===== config.mk =====
export PLATFORM = sky130hd
export DESIGN_NAME = ttc_touch_timing
export DESIGN_NICKNAME = d
export VERILOG_FILES = /design/src/shared/ttc_pkg.sv /design/src/logic/ttc_touch_timing.sv
export SDC_FILE = /design/constraint.sdc
export NUM_CORES = 1
export LEC_CHECK = 0
export BUFFER_PORTS_ARGS = -buffer_cell sky130_fd_sc_hd__buf_2
export CAP_MARGIN = 25
export CORE_MARGIN = 4
export CORE_UTILIZATION = 30
export DETAILED_ROUTE_END_ITERATION = 10
export GPL_TIMING_DRIVEN = 1
export MAX_ROUTING_LAYER = met4
export SLEW_MARGIN = 30
export SYNTH_ARGS = -nofsm -noshare
export SYNTH_HDL_FRONTEND = slang
export SYNTH_SLANG_ARGS = --single-unit

===== constraint.sdc =====
create_clock -name clock -period 17.1 [get_ports clock]
set_input_delay 0.855 -clock clock [delete_from_list [all_inputs] [get_ports clock]]
set_output_delay 0.855 -clock clock [all_outputs]
set_load 0.02 [all_outputs]

===== src/shared/ttc_pkg.sv =====
package ttc_pkg;
    // register offsets and reset values
    localparam logic [7:0] TTC_OFS_DUR_RPT  = 8'h22;
    localparam logic [7:0] TTC_OFS_PRESS    = 8'h23;
    localparam logic [7:0] TTC_OFS_AVG      = 8'h24;
    localparam logic [7:0] TTC_RST_DUR_RPT  = 8'hA4;
    localparam logic [7:0] TTC_RST_PRESS    = 8'h07;
    localparam logic [7:0] TTC_RST_AVG      = 8'h39;
    // writable bit masks, reserved bits read as zero
    localparam logic [7:0] TTC_MASK_PRESS   = 8'h0F;
    localparam logic [7:0] TTC_MASK_AVG     = 8'h7F;
    // field positions
    localparam int TTC_HOLD_LSB    = 4;
    localparam int TTC_RPT_LSB     = 0;
    localparam int TTC_PRESS_LSB   = 0;
    localparam int TTC_AVG_LSB     = 4;
    localparam int TTC_SDUR_LSB    = 2;
    localparam int TTC_CYC_LSB     = 0;
    // timing
    localparam int TTC_CLK_NS      = 20;
    localparam int TTC_MS_NS       = 1000000;
    localparam int TTC_MS_CYCLES   = TTC_MS_NS / TTC_CLK_NS;
    localparam int TTC_SAMP_BASE_NS = 320000;
    localparam int TTC_SAMP_CYCLES = TTC_SAMP_BASE_NS / TTC_CLK_NS;
    localparam logic [13:0] TTC_STEP_MS = 14'h0023;
    localparam int TTC_CHANNELS    = 8;

    // register write port
    typedef struct packed {
        logic       wr_en;
        logic [7:0] addr;
        logic [7:0] wdata;
    } ttc_reg_req_t;

    // averaged measurement handed out
    typedef struct packed {
        logic        valid;
        logic [2:0]  channel;
        logic [15:0] value;
    } ttc_result_t;

    typedef enum logic [2:0] {
        TTC_ST_SCAN   = 3'b001,
        TTC_ST_SAMPLE = 3'b010,
        TTC_ST_WAIT   = 3'b100
    } ttc_state_t;

    // hold limit decode in ms; the step is not uniform
    function automatic logic [13:0] ttc_hold_ms(input logic [3:0] code);
        case (code)
            4'h0: ttc_hold_ms = 14'h0230;
            4'h1: ttc_hold_ms = 14'h0348;
            4'h2: ttc_hold_ms = 14'h0460;
            4'h3: ttc_hold_ms = 14'h0578;
            4'h4: ttc_hold_ms = 14'h0690;
            4'h5: ttc_hold_ms = 14'h08C0;
            4'h6: ttc_hold_ms = 14'h0AF0;
            4'h7: ttc_hold_ms = 14'h0D20;
            4'h8: ttc_hold_ms = 14'h0F50;
            4'h9: ttc_hold_ms = 14'h1180;
            4'hA: ttc_hold_ms = 14'h15E0;
            4'hB: ttc_hold_ms = 14'h1A40;
            4'hC: ttc_hold_ms = 14'h1EA0;
            4'hD: ttc_hold_ms = 14'h22CA;
            4'hE: ttc_hold_ms = 14'h2760;
            default: ttc_hold_ms = 14'h2BC0;
        endcase
    endfunction : ttc_hold_ms
endpackage : ttc_pkg


===== src/logic/ttc_touch_timing.sv =====
`timescale 1ns/1ns
module ttc_touch_timing #(
    parameter int MS_CYCLES   = ttc_pkg::TTC_MS_CYCLES,
    parameter int SAMP_CYCLES = ttc_pkg::TTC_SAMP_CYCLES
) (
    input  wire logic                 clock,
    input  wire logic                 reset,
    input  wire ttc_pkg::ttc_reg_req_t reg_req,
    output logic [7:0]                rd_data,
    input  wire logic [2:0]           rd_addr_lo,
    input  wire logic [7:0]           rd_addr,
    input  wire logic                 hold_limit_recal_enable,
    input  wire logic [7:0]           active_enable,
    input  wire logic [7:0]           repeat_enable,
    input  wire logic [7:0]           touched,
    input  wire logic [15:0]          sample_value,
    output logic [7:0]                recal_req,
    output logic [7:0]                press_hold_event,
    output logic [7:0]                touch_event,
    output logic [7:0]                repeat_pulse,
    output logic                      sample_start,
    output logic [2:0]                sample_channel,
    output logic [1:0]                sample_duration_sel,
    output logic                      low_power,
    output ttc_pkg::ttc_result_t      result
);
    import ttc_pkg::*;

    logic [7:0] dur_rpt_reg, dur_rpt_next;
    logic [7:0] press_reg, press_next;
    logic [7:0] avg_reg, avg_next;
    logic [7:0] rd_reg, rd_next;

    // register file; reserved bits are masked on write
    always_comb begin
        dur_rpt_next = dur_rpt_reg;
        press_next   = press_reg;
        avg_next     = avg_reg;
        if (reg_req.wr_en) begin
            case (reg_req.addr)
                TTC_OFS_DUR_RPT: dur_rpt_next = reg_req.wdata;
                TTC_OFS_PRESS:   press_next = reg_req.wdata & TTC_MASK_PRESS;
                TTC_OFS_AVG:     avg_next = reg_req.wdata & TTC_MASK_AVG;
                default:         dur_rpt_next = dur_rpt_reg;
            endcase
        end
        case (rd_addr)
            TTC_OFS_DUR_RPT: rd_next = dur_rpt_reg;
            TTC_OFS_PRESS:   rd_next = press_reg;
            TTC_OFS_AVG:     rd_next = avg_reg;
            default:         rd_next = 8'h00; // unmapped reads zero
        endcase
    end

    always_ff @(posedge clock or posedge reset) begin
        if (reset) begin
            dur_rpt_reg <= TTC_RST_DUR_RPT;
            press_reg   <= TTC_RST_PRESS;
            avg_reg     <= TTC_RST_AVG;
            rd_reg      <= 8'h00;
        end else begin
            dur_rpt_reg <= dur_rpt_next;
            press_reg   <= press_next;
            avg_reg     <= avg_next;
            rd_reg      <= rd_next;
        end
    end
    assign rd_data = rd_reg;

    // decoded fields
    logic [3:0]  hold_limit_time;
    logic [3:0]  repeat_interval;
    logic [3:0]  press_code;
    logic [2:0]  sample_count_sel;
    logic [1:0]  dur_sel;
    logic [1:0]  cycle_code;
    logic [13:0] hold_ms;
    logic [13:0] repeat_ms;
    logic [13:0] press_ms;
    logic [13:0] cycle_ms;
    assign hold_limit_time  = dur_rpt_reg[TTC_HOLD_LSB +: 4];
    assign hold_ms          = ttc_hold_ms(hold_limit_time);
    assign repeat_interval  = dur_rpt_reg[TTC_RPT_LSB +: 4];
    assign repeat_ms        = 14'({10'h000, repeat_interval} + 14'h0001)
                              * TTC_STEP_MS;
    assign press_code       = press_reg[TTC_PRESS_LSB +: 4];
    assign press_ms         = 14'({10'h000, press_code} + 14'h0001)
                              * TTC_STEP_MS;
    assign sample_count_sel = avg_reg[TTC_AVG_LSB +: 3];
    assign dur_sel          = avg_reg[TTC_SDUR_LSB +: 2];
    assign cycle_code       = avg_reg[TTC_CYC_LSB +: 2];
    assign cycle_ms         = 14'({12'h000, cycle_code} + 14'h0001)
                              * TTC_STEP_MS;

    // millisecond time base shared by the channel timers and the cycle timer
    logic [19:0] ms_cnt_reg, ms_cnt_next;
    logic        ms_tick;
    assign ms_tick = (ms_cnt_reg == 20'(MS_CYCLES - 1));
    always_comb begin
        ms_cnt_next = ms_tick ? 20'h0_0000 : ms_cnt_reg + 20'h0_0001;
    end
    always_ff @(posedge clock or posedge reset) begin
        if (reset) ms_cnt_reg <= 20'h0_0000;
        else       ms_cnt_reg <= ms_cnt_next;
    end

    // per-channel touch duration, hold limit, press and repeat timing
    genvar ch;
    generate
        for (ch = 0; ch < TTC_CHANNELS; ch++) begin : g_ch
            logic [13:0] dur_reg, dur_next;
            logic [13:0] rep_reg, rep_next;
            logic        held_reg, held_next;
            logic        was_reg, was_next;
            logic [3:0]  ev_reg, ev_next; // recal, hold, touch, repeat
            always_comb begin
                dur_next  = dur_reg;
                rep_next  = rep_reg;
                held_next = held_reg;
                was_next  = touched[ch];
                ev_next   = 4'h0;
                if (touched[ch]) begin
                    if (ms_tick && dur_reg != 14'h3FFF) begin
                        dur_next = dur_reg + 14'h0001;
                        if (hold_limit_recal_enable &&
                            dur_next == hold_ms)
                            ev_next[0] = 1'b1;
                        if (repeat_enable[ch] && !held_reg &&
                            dur_reg == press_ms) begin
                            ev_next[1] = 1'b1;
                            held_next  = 1'b1;
                            rep_next   = 14'h0000;
                        end
                    end
                    if (ms_tick && held_reg && repeat_enable[ch]) begin
                        if (rep_reg + 14'h0001 == repeat_ms) begin
                            rep_next   = 14'h0000;
                            ev_next[3] = 1'b1;
                        end else begin
                            rep_next = rep_reg + 14'h0001;
                        end
                    end
                end else begin
                    if (was_reg && repeat_enable[ch] && !held_reg)
                        ev_next[2] = 1'b1;
                    dur_next  = 14'h0000;
                    rep_next  = 14'h0000;
                    held_next = 1'b0;
                end
            end
            always_ff @(posedge clock or posedge reset) begin
                if (reset) begin
                    dur_reg  <= 14'h0000;
                    rep_reg  <= 14'h0000;
                    held_reg <= 1'b0;
                    was_reg  <= 1'b0;
                    ev_reg   <= 4'h0;
                end else begin
                    dur_reg  <= dur_next;
                    rep_reg  <= rep_next;
                    held_reg <= held_next;
                    was_reg  <= was_next;
                    ev_reg   <= ev_next;
                end
            end
            assign recal_req[ch]        = ev_reg[0];
            assign press_hold_event[ch] = ev_reg[1];
            assign touch_event[ch]      = ev_reg[2];
            assign repeat_pulse[ch]     = ev_reg[3];
        end
    endgenerate

    // sensing cycle sequencer
    ttc_state_t  state_reg, state_next;
    logic [3:0]  scan_reg, scan_next;
    logic [7:0]  cnt_reg, cnt_next;
    logic [22:0] acc_reg, acc_next;
    logic [19:0] tmr_reg, tmr_next;
    logic [13:0] cyc_reg, cyc_next;
    logic        start_reg, start_next;
    logic [1:0]  sdur_reg, sdur_next;
    ttc_result_t res_reg, res_next;
    logic [19:0] samp_len;
    logic [7:0]  samp_last;
    logic [22:0] acc_sum;
    // longer sample selection doubles the window
    assign samp_len  = 20'(SAMP_CYCLES) << sdur_reg;
    assign samp_last = 8'((9'h001 << sample_count_sel) - 9'h001);
    assign acc_sum   = acc_reg + {7'h00, sample_value};

    always_comb begin
        state_next   = state_reg;
        scan_next    = scan_reg;
        cnt_next     = cnt_reg;
        acc_next     = acc_reg;
        tmr_next     = tmr_reg;
        start_next   = 1'b0;
        sdur_next    = sdur_reg;
        res_next     = res_reg;
        res_next.valid = 1'b0;
        cyc_next     = (ms_tick && cyc_reg != 14'h3FFF) ?
                       cyc_reg + 14'h0001 : cyc_reg;
        case (state_reg)
            TTC_ST_SCAN: begin
                if (scan_reg[3]) begin
                    state_next = TTC_ST_WAIT;
                end else if (active_enable[scan_reg[2:0]]) begin
                    state_next = TTC_ST_SAMPLE;
                    cnt_next   = 8'h00;
                    acc_next   = 23'h00_0000;
                    tmr_next   = 20'h0_0000;
                    start_next = 1'b1;
                    sdur_next  = dur_sel;
                end else begin
                    scan_next = scan_reg + 4'h1;
                end
            end
            TTC_ST_SAMPLE: begin
                tmr_next = tmr_reg + 20'h0_0001;
                if (tmr_reg == samp_len - 20'h0_0001) begin
                    acc_next = acc_sum;
                    tmr_next = 20'h0_0000;
                    // back to back, result only when averaged
                    if (cnt_reg == samp_last) begin
                        res_next.valid   = 1'b1;
                        res_next.channel = scan_reg[2:0];
                        res_next.value   = 16'(acc_sum >> sample_count_sel);
                        scan_next  = scan_reg + 4'h1;
                        state_next = TTC_ST_SCAN;
                    end else begin
                        cnt_next   = cnt_reg + 8'h01;
                        start_next = 1'b1;
                    end
                end
            end
            TTC_ST_WAIT: begin
                // low power until cycle time, stretched if sampling ran long
                if (cyc_reg >= cycle_ms) begin
                    cyc_next   = 14'h0000;
                    scan_next  = 4'h0;
                    state_next = TTC_ST_SCAN;
                end
            end
            default: state_next = TTC_ST_SCAN;
        endcase
    end

    // sequencer registers
    always_ff @(posedge clock or posedge reset) begin
        if (reset) begin
            state_reg <= TTC_ST_SCAN;
            scan_reg  <= 4'h0;
            cnt_reg   <= 8'h00;
            acc_reg   <= 23'h00_0000;
            tmr_reg   <= 20'h0_0000;
            cyc_reg   <= 14'h0000;
            start_reg <= 1'b0;
            sdur_reg  <= 2'h0;
            res_reg   <= '0;
        end else begin
            state_reg <= state_next;
            scan_reg  <= scan_next;
            cnt_reg   <= cnt_next;
            acc_reg   <= acc_next;
            tmr_reg   <= tmr_next;
            cyc_reg   <= cyc_next;
            start_reg <= start_next;
            sdur_reg  <= sdur_next;
            res_reg   <= res_next;
        end
    end

    assign sample_start        = start_reg;
    assign sample_channel      = scan_reg[2:0];
    assign sample_duration_sel = sdur_reg;
    assign low_power           = (state_reg == TTC_ST_WAIT);
    assign result              = res_reg;
endmodule : ttc_touch_timing


==> impl_metrics.ini <==
[run_status]
status = complete, no violations

[logic_synthesis]
synth.area.top_cells = dfrtp_1, xnor2_1, xor2_1
yosysUniqueCellTypes = 97
synth_edf_count = 0
synth_area_um2 = 29600
synth_cells = 3446
ys_seq_area_frac = 0.350
synth.top_cell.area_share = 0.341
synthArstFlopShare = 1.00
synth_adder_area_share = 0.0396
synth_xor_area_frac = 0.167
synth_compound_area_frac = 0.132
syn_avg_cell_area_um2 = 8.59
yosysWarnings = 0
ys_ff_latch = 414
synth_mux_area_frac = 0.0249
synth_top_family_by_area = simple AND/OR/NAND/NOR gates
synth_ff_type = dfrtp_1
yosys.area_share.simple = 0.249
synth_top_area_cell = dfrtp_1
syn-num-nets = 3609

[grt]
use_met3 = 0.0265
gr-usage-met1 = 0.232
grt_start_max_net_pins = 101
grt_pass1_vias = 24000
met2_usage = 0.262
busiest_layer = met2
grt_first_pass_wirelength_um = 137000
antenna_found_initial = 9
overflow = 0
grt.total_usage = 0.170

[cells_and_area]
final_common_cell = dfrtp_1
final_area_um2 = 33300
mostFrequentLayoutCells = dfrtp_1, nand2_1, xnor2_1
syn2layout_area_growth_pct = 12.5
drive_gt1_frac = 0.103
nNetsFinal = 3657

[place]
post-dp-hpwl_um = 62000
gp_congestion = 0.889
port_buffers = 134
placed_area_um2 = 31600

[die]
coreArea_um2 = 97300
die_x_um = 322
initial_core_util = 0.304
num_io_pins = 138
dieArea_um2 = 104000
row_count = 114
fp.dieH_um = 322

[critical_path]
cp.arrival_ps = 6910
cp-start-kind = register
path_cells = and3_1, xnor2_1, inv_1, ha_1, ha_1, fa_1, ha_1, nand3_1, o21ai_1, nand2_1, xnor2_1, or4_1, nor4b_2, or3_1, o21ai_0
critPathMostFrequentCell = ha_1
crit_path_end_kind = register
slowest_delay_ps = 940
crit_family = simple AND/OR/NAND/NOR gates
crit_type = reg -> reg
crit_required_ps = 17550
cp_max_fo = 14
rrSetupSlack_ps = 10640
cp_slowest_cell = dfstp_2
path_buf_inv = 1

[drt]
wl_um = 87500
drt_iter0_markers = 1902
wire_per_inst_um = 18.2
via_per_inst = 5.27
num_vias = 25400
drtPass1Iterations = 7
antenna_left = 0
drc = 0

[cts]
h-tree-depth = 2
cts_tree = yes
cts_sinks = 414
root_buffer = clkbuf_16
cts_buffer_depth = 3
ctsHoldBuffers = 0
insertion_delay_ps = 610
clkTransAtPathRegs_ps = 60
cts_buffers = 50
post_cts_buffers = 0
ctsResizeCount = 0

[job]
cap_violations = 0

[timing]
finalSetupTns_ps = 0
relSlewSlack = 0.302
skew_ps = 39.0
finalCritPeriodShare = 0.378
max_freq_ghz = 0.155
setup_viol = 0
hold_viol = 0
worst_pin_slew_ps = 1020
rsz0062_at_grt = false
fin_crit_ps = 6460
maxSlewViolCount = 0

[power]
power_density_nw_per_um2 = 80.3
peakVddDrop_v = 0.0000704
power_leakage_nw = 14.0

[min_path]
worst_hold_path_type = in -> async
power breakdown:
| part | total [mW] | switching (mW) | internal, mW |
|---|---|---|---|
| Sequential | 1.04 | 0.0357 | 1.01 |
| Combinational | 0.558 | 0.347 | 0.211 |
| Clock | 1.07 | 0.441 | 0.632 |
stage by stage:
| step | power [mW] | std cells | setup slack, ps | utilization | hold WS, ps |
|---|---|---|---|---|---|
| after floorplan | 1.44 | 3446 | 4740 | - | 433 |
| after CTS | 2.71 | 4808 | 10710 | 0.342 | 379 |
| after global placement | 1.61 | 4718 | 10840 | 0.324 | 449 |
| after detailed placement | 1.61 | 4718 | 10720 | 0.325 | 456 |
| final | 2.67 | 4816 | 10640 | 0.342 | 364 |
| after global routing | 2.80 | 4815 | 10310 | 0.342 | 398 |
synth_stat cells, drive strengths merged, types with 80 or more instances:
cell and instances:
clkbuf 148, inv 99, ha 89, and3 80, or3 80, nor2 298, xor2 195, nor3 110
dfrtp 403, o21ai 198, nand3 179, xnor2 310, nand2 379, a21oi 114, nand4 88
path summary, 6_finish.rpt:
| kind | endpoint | from | cells after the start |
|---|---|---|---|
| worst min-delay path | g_ch[2].rep_reg[8]$_DFFE_PP0P_ | reset | 2 |
| worst max-delay path | g_ch[2].rep_reg[10]$_DFFE_PP0P_ | press_reg[2]$_DFFE_PP1P_ | 15 |
| max in group asynchronous | tmr_reg[10]$_DFFE_PP0P_ | reset | 4 |
| min in group clock | g_ch[2].was_reg$_DFF_PP0_ | touched[2] | 1 |
| worst min register to register | result[16]$_DFFE_PP0P_ | result[16]$_DFFE_PP0P_ | 2 |
| worst max register to register | g_ch[2].rep_reg[10]$_DFFE_PP0P_ | press_reg[2]$_DFFE_PP1P_ | 15 |
final cells by class:
type	instances	area (um^2)
multi-input cells	2741	18200
flip-flops and latches	414	10400
diodes	8	20.0
inverters	105	402
clock inverters	15	151
clock buffers	75	1500
well taps	1276	1600
repair buffers	182	1030
fillers	10100	64000
layer usage:
layer / vias up / share of wire
met1: 12300 / 0.46
li1: 12300 / -
met4: 0 / 0.027
met3: 131 / 0.063
met2: 696 / 0.45
met5: - / 0
worst register-to-register path, stage by stage, from the launching register on:
cell,delay (ps)
dfstp_2,940
and3_1,320
xnor2_1,240
inv_1,120
ha_1,320
ha_1,210
fa_1,370
ha_1,660
nand3_1,180
o21ai_1,540
nand2_1,430
xnor2_1,220
or4_1,540
nor4b_2,440
or3_1,590
o21ai_0,190
cells by family after synthesis:
logic type / count (synthesis)
mux: 55
buf+inv: 291
simple gates: 1465
xor+xnor: 527
compound gates: 602
flops: 414
fa+ha+maj: 92
Power figures use the tool's default switching activity.
